## src/thw_regs.vh

```
// Register offsets, field positions, reset values and header layout for the tunnel header block
`ifndef THW_REGS_VH
`define THW_REGS_VH

// Wishbone register byte offsets
`define THW_CTRL_ADDR 8'h00
`define THW_STATUS_ADDR 8'h04
`define THW_HDR_CNT_ADDR 8'h08
`define THW_RSV_CNT_ADDR 8'h0c
`define THW_ALERT_CNT_ADDR 8'h10

// Control register fields and reset value
`define THW_CTRL_EN_BIT 0
`define THW_CTRL_T16_VIDEO_BIT 1
`define THW_CTRL_RESET 2'h1

// Status register fields
`define THW_STAT_WAKE_LSB 0
`define THW_STAT_ACT_LSB 4
`define THW_STAT_FULL_BIT 8
`define THW_STAT_BUSY_BIT 9

// Header layout in bytes
`define THW_HDR_TYPE_IDX 4'ha
`define THW_HDR_FLAG_IDX 4'hb
`define THW_TS_LAST_IDX 4'h3
`define THW_FLAG_RAP_BIT 7
`define THW_FLAG_TS_BIT 6
`define THW_FLAG_ACTIVE_BIT 5
`define THW_FLAG_ALERT_BIT 4

// Type codes with a special meaning
`define THW_TYPE_WAKE_LO 8'h01
`define THW_TYPE_WAKE_HI 8'h05
`define THW_TYPE_SHARED 8'h10
`define THW_TYPE_EMERG 8'hc3
`define THW_TYPE_UNSPEC 8'hff

// Decoded packet classes
`define THW_CLS_RESERVED 4'h0
`define THW_CLS_SIG_MAIN 4'h1
`define THW_CLS_SIG_OTHER 4'h2
`define THW_CLS_SESSION 4'h3
`define THW_CLS_VIDEO 4'h4
`define THW_CLS_AUDIO 4'h5
`define THW_CLS_APP 4'h6
`define THW_CLS_EMERG 4'h7
`define THW_CLS_UNSPEC 4'h8

// Emission wake field values
`define THW_WAKE_OFF 2'h0
`define THW_WAKE_FIRST 2'h1

// Sizes
`define THW_NSRC 4
`define THW_FIFO_DEPTH 8
`define THW_FIFO_WIDTH 48

`endif

```

## src/thw_fifo.v

```verilog
// Parameterised synchronous FIFO with valid/ready on both sides
`timescale 1ns/1ps
module thw_fifo #(
  parameter WIDTH = 48,
  parameter DEPTH = 8,
  parameter AW = 3
) (
  // Clock and reset
  input wire clk_i,
  input wire rst_i,
  // Fill side
  input wire in_valid_i,
  output wire in_ready_o,
  input wire [WIDTH-1:0] in_data_i,
  // Drain side
  output wire out_valid_o,
  input wire out_ready_i,
  output wire [WIDTH-1:0] out_data_o,
  // Status
  output wire full_o
);
  reg [WIDTH-1:0] mem_reg [0:DEPTH-1];
  reg [AW-1:0] wr_ptr_reg;
  reg [AW-1:0] rd_ptr_reg;
  reg [AW:0] count_reg;
  wire push;
  wire pop;

  // Honest full and empty from the occupancy count
  assign full_o = (count_reg == DEPTH[AW:0]);
  assign in_ready_o = ~full_o;
  assign out_valid_o = (count_reg != {(AW+1){1'b0}});
  assign push = in_valid_i & in_ready_o;
  assign pop = out_valid_o & out_ready_i;
  assign out_data_o = mem_reg[rd_ptr_reg];

  // Storage write, no reset needed on data
  always @(posedge clk_i) begin
    if (push) begin
      mem_reg[wr_ptr_reg] <= in_data_i;
    end
  end

  // Pointers and count; DEPTH is a power of two so pointers wrap naturally
  always @(posedge clk_i) begin
    if (rst_i) begin
      wr_ptr_reg <= {AW{1'b0}};
      rd_ptr_reg <= {AW{1'b0}};
      count_reg <= {(AW+1){1'b0}};
    end else begin
      if (push) begin
        wr_ptr_reg <= wr_ptr_reg + 1'b1;
      end
      if (pop) begin
        rd_ptr_reg <= rd_ptr_reg + 1'b1;
      end
      if (push & ~pop) begin
        count_reg <= count_reg + 1'b1;
      end else if (pop & ~push) begin
        count_reg <= count_reg - 1'b1;
      end
    end
  end
endmodule

```

## src/thw_hdr_wake.v

```verilog
// Tunnel information header parser with type decode and emission wake field control
//
// Notes on behaviour
// - Header: address, port, length, group, type, two flags, wake pair, reserved, optional stamp.
// - Eight-bit type code names the packet kind that follows the header.
// - Codes 0, 7-13, 17-18, 19-127, 130-191, 196-254 decode as reserved.
// - Code 255 is accepted as unspecified class, no content assumed.
// - Code 195 decodes as its own emergency data class, apart from 192-194.
// - Timestamp flag one means four stamp bytes follow; zero means none consumed.
// - Wake pair is interpreted only for type codes 1 through 5.
// - Wake pair: first bit wake request, second bit new-alert wake flag.
// - Request one asks non-zero field; zero asks zero unless another source requests.
// - The two emitted wake bits are kept as one two-bit field.
// - Field 00 while off; each new-alert flag while on steps 1, 2, 3.
// - Requests of all sources are combined; any request keeps the field non-zero.
//
// Implementation choices: the register offsets and register access over Wishbone.
`timescale 1ns/1ps
`include "thw_regs.vh"
module thw_hdr_wake (
  // Clock and reset
  input wire clk_i,
  input wire rst_i,
  // Wishbone slave
  input wire wb_cyc_i,
  input wire wb_stb_i,
  input wire wb_we_i,
  input wire [7:0] wb_adr_i,
  input wire [3:0] wb_sel_i,
  input wire [31:0] wb_dat_i,
  output wire [31:0] wb_dat_o,
  output wire wb_ack_o,
  // Header byte stream from the data sources
  input wire in_valid_i,
  output wire in_ready_o,
  input wire in_sop_i,
  input wire [7:0] in_data_i,
  input wire [1:0] in_src_i,
  // Decoded header stream to the scheduler
  output wire out_valid_o,
  input wire out_ready_i,
  output wire [1:0] out_src_o,
  output wire [3:0] out_class_o,
  output wire [7:0] out_type_o,
  output wire out_rap_o,
  output wire out_ts_present_o,
  output wire [31:0] out_ts_o,
  // Emission wake field for the frame preamble
  output wire [1:0] emit_wake_o,
  output wire emitted_wake_bit_a_o,
  output wire emitted_wake_bit_b_o
);
  // Parser states, one-hot
  localparam S_IDLE = 4'b0001;
  localparam S_HDR = 4'b0010;
  localparam S_TS = 4'b0100;
  localparam S_PUSH = 4'b1000;

  // Parser state and captured header fields
  reg [3:0] state_reg;
  reg [3:0] state_next;
  reg [3:0] idx_reg;
  reg [1:0] src_reg;
  reg [7:0] type_reg;
  reg [7:0] flags_reg;
  reg [31:0] ts_reg;
  // Control, wake, counter and bus state
  reg [1:0] ctrl_reg;
  reg [1:0] wake_reg;
  reg [1:0] wake_next;
  reg [`THW_NSRC-1:0] active_reg;
  reg [`THW_NSRC-1:0] active_next;
  reg [31:0] hdr_cnt_reg;
  reg [31:0] rsv_cnt_reg;
  reg [31:0] alert_cnt_reg;
  reg [31:0] rd_data_reg;
  reg ack_reg;
  // Internal strobes and buffer links
  wire take;
  wire hdr_done;
  wire wake_type;
  wire [3:0] cur_class;
  wire fifo_in_ready;
  wire fifo_full;
  wire [`THW_FIFO_WIDTH-1:0] fifo_din;
  wire [`THW_FIFO_WIDTH-1:0] fifo_dout;
  wire bus_req;
  wire bus_wr;

  // Type code to packet class
  function [3:0] classify;
    input [7:0] code;
    input t16_video;
    begin
      if (code >= `THW_TYPE_WAKE_LO && code <= `THW_TYPE_WAKE_HI) begin
        classify = `THW_CLS_SIG_MAIN;
      end else if (code == 8'h06 || code == 8'h0e || code == 8'h0f) begin
        classify = `THW_CLS_SIG_OTHER;
      end else if (code == `THW_TYPE_SHARED) begin
        // One class for the doubly listed code, picked by software
        classify = t16_video ? `THW_CLS_VIDEO : `THW_CLS_SESSION;
      end else if (code == 8'h80 || code == 8'h81) begin
        classify = `THW_CLS_AUDIO;
      end else if (code >= 8'hc0 && code <= 8'hc2) begin
        classify = `THW_CLS_APP;
      end else if (code == `THW_TYPE_EMERG) begin
        classify = `THW_CLS_EMERG;
      end else if (code == `THW_TYPE_UNSPEC) begin
        classify = `THW_CLS_UNSPEC;
      end else begin
        classify = `THW_CLS_RESERVED;
      end
    end
  endfunction

  // Type codes that carry a wake pair
  function is_wake_type;
    input [7:0] code;
    begin
      is_wake_type = (code >= `THW_TYPE_WAKE_LO) && (code <= `THW_TYPE_WAKE_HI);
    end
  endfunction

  // Next on-state; zero is never a successor while a request stands
  function [1:0] wake_advance;
    input [1:0] cur;
    begin
      if (cur == 2'h3) begin
        wake_advance = `THW_WAKE_FIRST;
      end else begin
        wake_advance = cur + 2'h1;
      end
    end
  endfunction

  // Input handshake; a disabled parser stalls the sources instead of losing bytes
  assign in_ready_o = ctrl_reg[`THW_CTRL_EN_BIT] & (state_reg != S_PUSH);
  assign take = in_valid_i & in_ready_o;
  assign cur_class = classify(type_reg, ctrl_reg[`THW_CTRL_T16_VIDEO_BIT]);
  assign wake_type = is_wake_type(type_reg);
  assign hdr_done = (state_reg == S_PUSH) & fifo_in_ready;

  // Parser next state
  always @* begin
    state_next = state_reg;
    case (state_reg)
      S_IDLE: begin
        // Bytes outside a header are payload and are skipped
        if (take && in_sop_i) begin
          state_next = S_HDR;
        end
      end
      S_HDR: begin
        if (take && idx_reg == `THW_HDR_FLAG_IDX) begin
          // Stamp bytes only when the flag says so
          state_next = in_data_i[`THW_FLAG_TS_BIT] ? S_TS : S_PUSH;
        end
      end
      S_TS: begin
        if (take && idx_reg == `THW_TS_LAST_IDX) begin
          state_next = S_PUSH;
        end
      end
      S_PUSH: begin
        if (fifo_in_ready) begin
          state_next = S_IDLE;
        end
      end
      default: begin
        state_next = S_IDLE;
      end
    endcase
  end

  // Parser registers; fixed part is twelve bytes in order
  always @(posedge clk_i) begin
    if (rst_i) begin
      state_reg <= S_IDLE;
      idx_reg <= 4'h0;
      src_reg <= 2'h0;
      type_reg <= 8'h00;
      flags_reg <= 8'h00;
      ts_reg <= 32'h0000_0000;
    end else begin
      state_reg <= state_next;
      if (state_reg == S_IDLE && take && in_sop_i) begin
        idx_reg <= 4'h1;
        src_reg <= in_src_i;
      end else if (state_reg == S_HDR && take) begin
        if (idx_reg == `THW_HDR_TYPE_IDX) begin
          type_reg <= in_data_i;
        end
        if (idx_reg == `THW_HDR_FLAG_IDX) begin
          // Reserved low bits are kept in flags_reg but never acted on
          flags_reg <= in_data_i;
          ts_reg <= 32'h0000_0000;
          idx_reg <= 4'h0;
        end else begin
          idx_reg <= idx_reg + 4'h1;
        end
      end else if (state_reg == S_TS && take) begin
        // Stamp arrives most significant byte first
        ts_reg <= {ts_reg[23:0], in_data_i};
        idx_reg <= idx_reg + 4'h1;
      end
    end
  end

  // Wake combining; pair bits are only looked at for wake types
  always @* begin
    active_next = active_reg;
    wake_next = wake_reg;
    if (hdr_done && wake_type) begin
      // Latest request of each source is held until it sends another
      active_next[src_reg] = flags_reg[`THW_FLAG_ACTIVE_BIT];
      // A dropped request clears the field only once every source is quiet
      if (active_next == {`THW_NSRC{1'b0}}) begin
        wake_next = `THW_WAKE_OFF;
      end else if (wake_reg == `THW_WAKE_OFF) begin
        // Turning on lands in the first state, alert or not
        wake_next = `THW_WAKE_FIRST;
      end else if (flags_reg[`THW_FLAG_ALERT_BIT]) begin
        // Step through 1, 2, 3 then back to 1
        wake_next = wake_advance(wake_reg);
      end
      // Any source still requesting keeps the field non-zero
    end
  end

  // Wake state registers
  always @(posedge clk_i) begin
    if (rst_i) begin
      active_reg <= {`THW_NSRC{1'b0}};
      wake_reg <= `THW_WAKE_OFF;
    end else begin
      active_reg <= active_next;
      wake_reg <= wake_next;
    end
  end

  // Bit a is the upper half of the field, bit b the lower
  assign emit_wake_o = wake_reg;
  assign emitted_wake_bit_a_o = wake_reg[1];
  assign emitted_wake_bit_b_o = wake_reg[0];

  // Header, reserved and alert counters; they wrap and are cleared only by reset
  always @(posedge clk_i) begin
    if (rst_i) begin
      hdr_cnt_reg <= 32'h0000_0000;
      rsv_cnt_reg <= 32'h0000_0000;
      alert_cnt_reg <= 32'h0000_0000;
    end else if (hdr_done) begin
      hdr_cnt_reg <= hdr_cnt_reg + 32'h0000_0001;
      if (cur_class == `THW_CLS_RESERVED) begin
        rsv_cnt_reg <= rsv_cnt_reg + 32'h0000_0001;
      end
      // Alert bits on other types carry no meaning and are not counted
      if (wake_type && flags_reg[`THW_FLAG_ALERT_BIT]) begin
        alert_cnt_reg <= alert_cnt_reg + 32'h0000_0001;
      end
    end
  end

  // Decoded header word; random-access marker passed through as sent
  assign fifo_din = {src_reg, cur_class, type_reg, flags_reg[`THW_FLAG_RAP_BIT],
                     flags_reg[`THW_FLAG_TS_BIT], ts_reg};

  // Buffer between parser and scheduler; a full buffer holds the parser in push
  thw_fifo #(
    .WIDTH(`THW_FIFO_WIDTH),
    .DEPTH(`THW_FIFO_DEPTH),
    .AW(3)
  ) u_fifo (
    .clk_i(clk_i),
    .rst_i(rst_i),
    .in_valid_i(state_reg == S_PUSH),
    .in_ready_o(fifo_in_ready),
    .in_data_i(fifo_din),
    .out_valid_o(out_valid_o),
    .out_ready_i(out_ready_i),
    .out_data_o(fifo_dout),
    .full_o(fifo_full)
  );

  // Fields of the buffered word
  assign out_src_o = fifo_dout[47:46];
  assign out_class_o = fifo_dout[45:42];
  assign out_type_o = fifo_dout[41:34];
  assign out_rap_o = fifo_dout[33];
  assign out_ts_present_o = fifo_dout[32];
  assign out_ts_o = fifo_dout[31:0];

  // Wishbone classic: one wait state, ack dropped after one cycle
  // Gating with ack keeps a strobe still held at the ack edge from being taken twice
  assign bus_req = wb_cyc_i & wb_stb_i & ~ack_reg;
  assign bus_wr = bus_req & wb_we_i;
  assign wb_ack_o = ack_reg;
  assign wb_dat_o = rd_data_reg;

  // Control register write, low byte lane only
  always @(posedge clk_i) begin
    if (rst_i) begin
      ctrl_reg <= `THW_CTRL_RESET;
    end else if (bus_wr && wb_sel_i[0] && wb_adr_i == `THW_CTRL_ADDR) begin
      ctrl_reg <= wb_dat_i[1:0];
    end
  end

  // Ack and read data; unmapped addresses ack with zero
  always @(posedge clk_i) begin
    if (rst_i) begin
      ack_reg <= 1'b0;
      rd_data_reg <= 32'h0000_0000;
    end else begin
      ack_reg <= bus_req;
      if (bus_req) begin
        case (wb_adr_i)
          `THW_CTRL_ADDR: begin
            rd_data_reg <= {30'h0000_0000, ctrl_reg};
          end
          `THW_STATUS_ADDR: begin
            // Busy covers a header being parsed or parked waiting for buffer room
            rd_data_reg <= {22'h00_0000, state_reg != S_IDLE, fifo_full, active_reg, 2'h0, wake_reg};
          end
          `THW_HDR_CNT_ADDR: begin
            rd_data_reg <= hdr_cnt_reg;
          end
          `THW_RSV_CNT_ADDR: begin
            rd_data_reg <= rsv_cnt_reg;
          end
          `THW_ALERT_CNT_ADDR: begin
            rd_data_reg <= alert_cnt_reg;
          end
          default: begin
            rd_data_reg <= 32'h0000_0000;
          end
        endcase
      end
    end
  end
endmodule

```

## config.mk

```make
export PLATFORM = sky130hd
export DESIGN_NAME = thw_hdr_wake
export DESIGN_NICKNAME = d
export VERILOG_FILES = /design/src/thw_fifo.v /design/src/thw_hdr_wake.v
export VERILOG_INCLUDE_DIRS = /design/src /design/src/src
export SDC_FILE = /design/constraint.sdc
export NUM_CORES = 1
export LEC_CHECK = 0
export ABC_AREA = 1
export BUFFER_PORTS_ARGS = -buffer_cell sky130_fd_sc_hd__buf_4
export CAP_MARGIN = 20
export CORE_UTILIZATION = 66
export CTS_CLUSTER_SIZE = 20
export DETAILED_ROUTE_END_ITERATION = 6
export GPL_TIMING_DRIVEN = 0
export PLACE_DENSITY = 0.83
export RECOVER_POWER = 25
export SKIP_LAST_GASP = 1
export SLEW_MARGIN = 20
export SYNTH_ARGS = -nofsm -noshare
export SYNTH_HDL_FRONTEND = slang
export SYNTH_SLANG_ARGS = --single-unit
```

## constraint.sdc

```tcl
create_clock -name clk_i -period 7.1 [get_ports clk_i]
set_input_delay 0.355 -clock clk_i [delete_from_list [all_inputs] [get_ports clk_i]]
set_output_delay 0.355 -clock clk_i [all_outputs]
set_load 0.05 [all_outputs]
```

==> results of run 1 <==
## routing by layer
metal / track usage, % / up-vias / share of wire [%]
li1: - / 9880 / -
met1: 47.8 / 10200 / 36
met2: 65.3 / 1393 / 48
met3: 5.77 / 269 / 9.8
met4: 27.2 / 0 / 6.5
met5: 0 / - / 0
## critical path: cells and delay by family (launching register included)
family / cells / cell delay [ns]
compound gates: 2 / 0.29
flops: 1 / 0.30
buf+inv: 5 / 2.07
simple gates: 1 / 0.12
## power groups by stage
stage	logic [mW]	clock network [mW]	registers, mW
4_1_cts	2.56	3.02	3.68
3_5_place_dp	2.52	0	3.75
2_1_floorplan	1.69	0	3.74
6_report	2.60	3.03	3.68
5_1_grt	2.75	3.15	3.68
3_3_place_gp	2.43	0	3.75
## cell type report
| cell class | count | area, um^2 |
|---|---|---|
| Buffer | 142 | 633 |
| Tap cell | 511 | 639 |
| Clock buffer | 73 | 1520 |
| Clock inverter | 31 | 335 |
| Fill cell | 2498 | 8420 |
| Sequential cell | 588 | 15600 |
| Inverter | 160 | 601 |
| Timing Repair Buffer | 148 | 1290 |
| Multi-Input combinational cell | 1875 | 8880 |
## synth_stat cells, types with 3 or more instances
cell type	number	area (um^2)
a21oi_1	179	896
a31oi_1	49	307
and3_1	4	25.0
buf_1	4	15.0
buf_2	29	145
buf_4	9	67.6
buf_6	3	33.8
clkbuf_1	91	342
clkbuf_2	6	30.0
dfxtp_1	204	4080
edfxtp_1	384	11500
ha_1	12	150
inv_1	148	556
inv_2	10	37.5
nand2_1	465	1750
nand2_2	3	18.8
nand3_1	92	460
nand3_2	4	40.0
nand3b_1	5	37.5
nand4_1	19	119
nor2_1	516	1940
nor2_2	7	43.8
nor3_1	53	265
nor3_2	3	30.0
o211ai_1	6	45.0
o21ai_0	318	1590
o221ai_1	4	35.0
o22ai_1	60	375
xnor2_1	7	61.3
xor2_1	48	420
## cells by family after synthesis
family                     share of synthesized area, %
AOI/OAI and AO/OA                                  12.9
DFF                                                60.8
xor gates and xnor gates                           1.88
and+or+nand+nor                                    19.0
buffers and inverters                              4.80
adders and majority gates                         0.663
## how the worst max path moves through the flow
stage                             to
6_report               out_type_o[4]
5_1_grt                 out_ts_o[31]
4_1_cts                out_type_o[4]
3_5_place_dp   u_fifo.mem_reg[2][20]
3_3_place_gp   u_fifo.mem_reg[2][20]
2_1_floorplan   u_fifo.mem_reg[2][0]
## stage by stage
stage	hold WS [ns]	total power, mW	instances	util [%]
final	0.0552	9.30	3528	77.8
after global routing	0.0645	9.58	3528	77.8
after CTS	0.0323	9.26	3528	77.8
after detailed placement	0.450	6.27	3422	72.9
after global placement	0.431	6.18	3390	71.6
after floorplan	0.412	5.44	2765	-
## cells in the final DEF, fill, tap and decap left out, drive strengths merged, types with 57 or more instances in the layout
master | synthesis | final
nor2 | 526 | 526
nand2 | 469 | 469
edfxtp | 384 | 384
o21ai | 320 | 320
dfxtp | 204 | 204
buf | 45 | 191
a21oi | 179 | 179
clkbuf | 97 | 170
inv | 158 | 159
nand3 | 98 | 98
o22ai | 60 | 60
nor3 | 57 | 57
==> metrics.txt, run 1 <==
clk root buf=clkbuf_16; Ys Warns=0; total number of vias=21700; Net Switching=3.25 mW; Site Rows=71; final worst-path setup slack=3.34 ns; Gate power share=27.9%; max FFs per register=around 380; nets=around 3000; Worst R2R End=u_fifo.count_reg[3]; area grow syn2layout=14.9%; Setup WS pre-CTS=4.10 ns; Cell variety after synth=47; GRT Residual Overflow=0; CP Launch Type=flop; Critical Path RT=6.74 ns; post-cts gate resize count=0; largest net degree at the start of global routing=22; Crit Reg-Reg Startpoint=u_fifo.count_reg[0]; mapped cell area=roughly 26000 um^2; Die X=199 um; Worst Hold Path Cells=3; DP HPWL=54200 um; sum of negative setup slack=0 ns; critical path, cell by cell=clkbuf_1 > inv_1 > clkbuf_1 > clkbuf_1 > nor2_1 > o21ai_0 > a31oi_1 > buf_4; clock-pin slew on the worst setup and hold paths=0.07 ns; Yosys reg bits=588; critical path class=flop to output pin; number of synthesized flops with an enable pin=384; Initial DRC Count=2363; relative slew slack=31.5%; H-tree depth=2; initial antenna violation count=0; R2R Setup Slk=approximately 4.0 ns; antenna-violating nets left=0; worst-margin pin slew=1.02 ns; clk buf depth=3; Async S/R FF share, synth=0%; clk_lat worst skew=0.62 ns; crit-path max cell delay=about 0.59 ns; critical path arrival=3.41 ns; fin area=roughly 30000 um^2; Power Dens Cells=315 nW/um^2; proportion of layout cells with a drive suffix above 1=10.8%; CTS sink cnt=588; unrepaired setup endpoints after global routing=false; Starting Density=67.7%; Avg Cell Area, Syn=around 9.3 um^2; failing checks=DRC; Final Critical Period=approximately 3.8 ns; Flop pwr share=between 30% and 40%; CTS Buf Count=56; fmax=~270 MHz; Post-Synthesis Cells=about 2800; sequential area share after synthesis=60.8%; Slowest cell on crit path=clkbuf_1; IO Count=between 100 and 150; drt wl/cell=22.0 um; sw frac=a little over a third; Net Count, Synth=2840; top_reg_cell synth=edfxtp_1; Post-CTS Hold Fix Bufs=2; Setup-failing EPs final=0; number of port buffers=around 110; DIE HEIGHT=199 um; Final Hold Vio Count=0; Final Max Tran Viols=0; vias per cell=~6.2; status=finished, violations left; Tcrit/Tclk final=between 50% and 60%; Ant. Diodes=0; core area=37900 um^2; Max Cap Viol=0; Internal Power=6.06 mW; clk_skew=0.0146 ns; Detailed Routing Iterations Pass 1=7; Clock Power Share=32.5%; Hold WC Path Type=primary input to flop; R2R depth=16; hold endpoint=ts_reg[2]; Worst IR Drop VDD=0.000192 V; DRC viols=1; first-pass GRT wire length=117000 um; CTS tree=yes; Crit path top cell by count=clkbuf_1; die area=39700 um^2; Leak=between 10 and 15 nW; gr usage total=39.4%; vias in the first global route=21000; peak fanout along the critical path=10; Placed Instance Area=27600 um^2; worst hold start=in_data_i[2]; GPL Wtd Cong=1.00; Setup crit end kind=output pin; post-CTS setup buffer count=0; Post-Route WL=just under 80000 um
Power figures use the tool's default switching activity.
==> run 2: changes to the inputs <==
--- a/config.mk
+++ b/config.mk
@@ -9,11 +9,11 @@
 export ABC_AREA = 1
 export BUFFER_PORTS_ARGS = -buffer_cell sky130_fd_sc_hd__buf_4
 export CAP_MARGIN = 20
-export CORE_UTILIZATION = 66
+export CORE_UTILIZATION = 61
 export CTS_CLUSTER_SIZE = 20
 export DETAILED_ROUTE_END_ITERATION = 6
 export GPL_TIMING_DRIVEN = 0
-export PLACE_DENSITY = 0.83
+export PLACE_DENSITY = 0.78
 export RECOVER_POWER = 25
 export SKIP_LAST_GASP = 1
 export SLEW_MARGIN = 20
==> constraint.sdc (replaced) <==
create_clock -name clk_i -period 3.7 [get_ports clk_i]
set_input_delay 0.185 -clock clk_i [delete_from_list [all_inputs] [get_ports clk_i]]
set_output_delay 0.185 -clock clk_i [all_outputs]
set_load 0.05 [all_outputs]
==> run 2 against run 1 <==
Compared with the run above:
- the run still ends with DRC left
- die area rose by 8.1%
- hold slack gained 0.019 ns
- via count down 1.4%
- largest power group unchanged
- wire length shrank 2.4%
- register-to-register slack lost 3.5 ns
- combinational power is 88% higher
- flip-flop and latch count is the same
- largest cell class unchanged
==> metrics.txt, run 2 (same netlist as run 1, synthesis figures left out) <==
drt wl/cell=21.3 um (was 22.0 um); Crit path top cell by count=clkbuf_1 (unchanged); final core utilization=72.3% (was 77.8%); Worst R2R End=u_fifo.count_reg[3] (unchanged); total number of vias=21400 (was 21700); max FFs per register=384 (unchanged); relative slew slack=31.4% (was 31.5%); Initial DRC Count=2447 (was 2363); Final Hold Vio Count=0 (unchanged); IO Count=149 (unchanged); Inst Count DP=3439 (was 3422); Slowest cell on crit path=clkbuf_1 (unchanged); DRC viols=1 (unchanged); CTS tree=yes (unchanged); vias per cell=6.02 (was 6.16); Top Family by Delay on Critical Path=buffers and inverters (unchanged); Detailed Routing Iterations Pass 1=7 (unchanged); fmax=280 MHz; first-pass GRT wire length=116000 um (was 117000 um); Tcrit/Tclk final=96.5%; Hold WC Path Type=primary input to flop (unchanged); R2R Setup Slk=0.54 ns (was 4.01 ns); Post-Route WL=75700 um (was 77600 um); failing checks=DRC (unchanged); proportion of layout cells with a drive suffix above 1=10.7% (was 10.8%); clk_lat worst skew=0.62 ns (about the same); Leak=10.4 nW (was 10.3 nW); most frequent cells in the layout=nor2_1 (512), nand2_1 (465), edfxtp_1 (384) (unchanged); clk_skew=0.0214 ns (was 0.0146 ns); die area=42900 um^2 (was 39700 um^2); CP Launch Type=flop (unchanged); initial antenna violation count=1 (was 0); Final Critical Period=3.57 ns; Final Max Tran Viols=0 (unchanged); number of port buffers=114 (unchanged); antenna-violating nets left=0 (unchanged); Die X=207 um (was 199 um); sum of negative setup slack=0 ns (unchanged); core area=41200 um^2 (was 37900 um^2); crit-path max cell delay=0.50 ns (was 0.59 ns); Worst IR Drop VDD=0.000533 V (was 0.000192 V); DP HPWL=52900 um (was 54200 um); Bufs and invs on worst path=5 (unchanged); peak fanout along the critical path=10 (unchanged); Setup WS pre-CTS=0.631 ns (was 4.10 ns); post-CTS setup buffer count=0 (unchanged); worst-margin pin slew=1.02 ns (about the same); GRT Residual Overflow=0 (unchanged); critical path, cell by cell=clkbuf_1 > inv_1 > clkbuf_1 > clkbuf_1 > nor2_1 > o21ai_0 > a31oi_1 > buf_4 (unchanged); Setup crit end kind=output pin (unchanged); clock-pin slew on the worst setup and hold paths=0.06 ns (was 0.07 ns); gr usage total=35.1% (was 39.4%); Critical Path RT=3.51 ns (was 6.74 ns); final cell count without fillers=3559 (was 3528); clk root buf=clkbuf_16 (unchanged); Site Rows=74 (was 71); nets=3055 (was 3046); Power Dens Cells=602 nW/um^2 (was 315 nW/um^2); Crit Reg-Reg Startpoint=u_fifo.count_reg[0] (unchanged); CTS Buf Count=55 (was 56); vias in the first global route=20600 (was 21000); largest net degree at the start of global routing=23 (was 22); unrepaired setup endpoints after global routing=false (unchanged); Setup-failing EPs final=0 (unchanged); most common cell after layout, fill and taps aside=nor2_1 (unchanged); GPL Wtd Cong=0.992 (was 1.00); status=finished, violations left (unchanged); R2R depth=16 (unchanged); DIE HEIGHT=207 um (was 199 um); final worst-path setup slack=0.131 ns (was 3.34 ns); Post-CTS Hold Fix Bufs=16 (was 2); post-cts gate resize count=0 (unchanged); CTS sink cnt=588 (unchanged); clk buf depth=3 (unchanged); critical path class=flop to output pin (unchanged); Starting Density=62.3% (was 67.7%); Max Cap Viol=0 (unchanged); area grow syn2layout=16.0% (was 14.9%); Worst Hold Path Cells=4 (was 3); worst hold start=out_ready_i (was in_data_i[2]); H-tree depth=2 (unchanged); critical path arrival=3.38 ns (was 3.41 ns); hold_ws=0.0743 ns (was 0.0552 ns)
[run 2: cell count changes in the layout (fill, tap and decap cells not counted), sizes merged, moves of 4 or more]
cell / previous run / this run
buf: 191 / 187
clkbuf: 170 / 176
clkinv: 22 / 13
dlygate4sd3: 2 / 16
[run 2: final cells by class]
type                            count  area (um^2)
Inverter                          160          601
Timing Repair Buffer              158         1450
Tap cell                          532          666
Antenna cell                        1         2.50
Multi-Input combinational cell   1875         8890
Buffer                            142          633
Clock buffer                       79         1620
Fill cell                        3034        11400
Clock inverter                     24          300
Sequential cell                   588        15600
[run 2: worst register-to-register path, stage by stage (launching register included)]
cell and delay [ns]:
dfxtp_1 0.41, nor2_1 0.09, nand3_1 0.21, nand2_2 0.21
inv_2 0.18, clkbuf_1 0.50, ha_1 0.31, inv_1 0.11
ha_1 0.29, nand2_1 0.08, nand2_1 0.05, a21oi_1 0.18
nor2_1 0.07, nor2_1 0.08, nand2_1 0.07, o21ai_0 0.16
a21oi_1 0.06
[run 2: worst max-delay path by stage]
| stage | startpoint | endpoint | slack [ns] | cells after the start |
|---|---|---|---|---|
| 6_report | flop | out_class_o[3] | 0.13 | 8 |
| 5_1_grt | flop | out_class_o[3] | 0.11 | 8 |
| 4_1_cts | flop | out_ts_o[7] | 0.22 | 8 |
| 3_5_place_dp | u_fifo.count_reg[0] | u_fifo.count_reg[3] | 0.63 | 16 |
| 3_3_place_gp | u_fifo.count_reg[0] | u_fifo.mem_reg[2][17] | -4.42 | 7 |
| 2_1_floorplan | u_fifo.count_reg[0] | u_fifo.mem_reg[2][0] | -1.17 | 7 |
[run 2: stage by stage]
stage,instance area [um^2],power [mW]
floorplan,25700,10.4
global placement,27200,11.9
detailed placement,27700,12.0
CTS,29800,17.9
global route,29800,18.5
finish,29800,17.9
[run 2: layer usage]
| metal | wire (um) | GRT usage [%] | vias up |
|---|---|---|---|
| met3 | 6290 | 4.18 | 232 |
| li1 | - | - | 9906 |
| met5 | 0 | 0 | - |
| met1 | 28200 | 43.3 | 10100 |
| met2 | 36400 | 59.5 | 1155 |
| met4 | 4780 | 21.1 | 0 |
[run 2: where the power goes]
| part | total, mW | switching [mW] | internal [mW] |
|---|---|---|---|
| Sequential | 7.06 | 0.0745 | 6.99 |
| Combinational | 4.90 | 3.57 | 1.33 |
| Clock | 5.97 | 2.44 | 3.52 |
| Total | 17.9 | 6.09 | 11.8 |
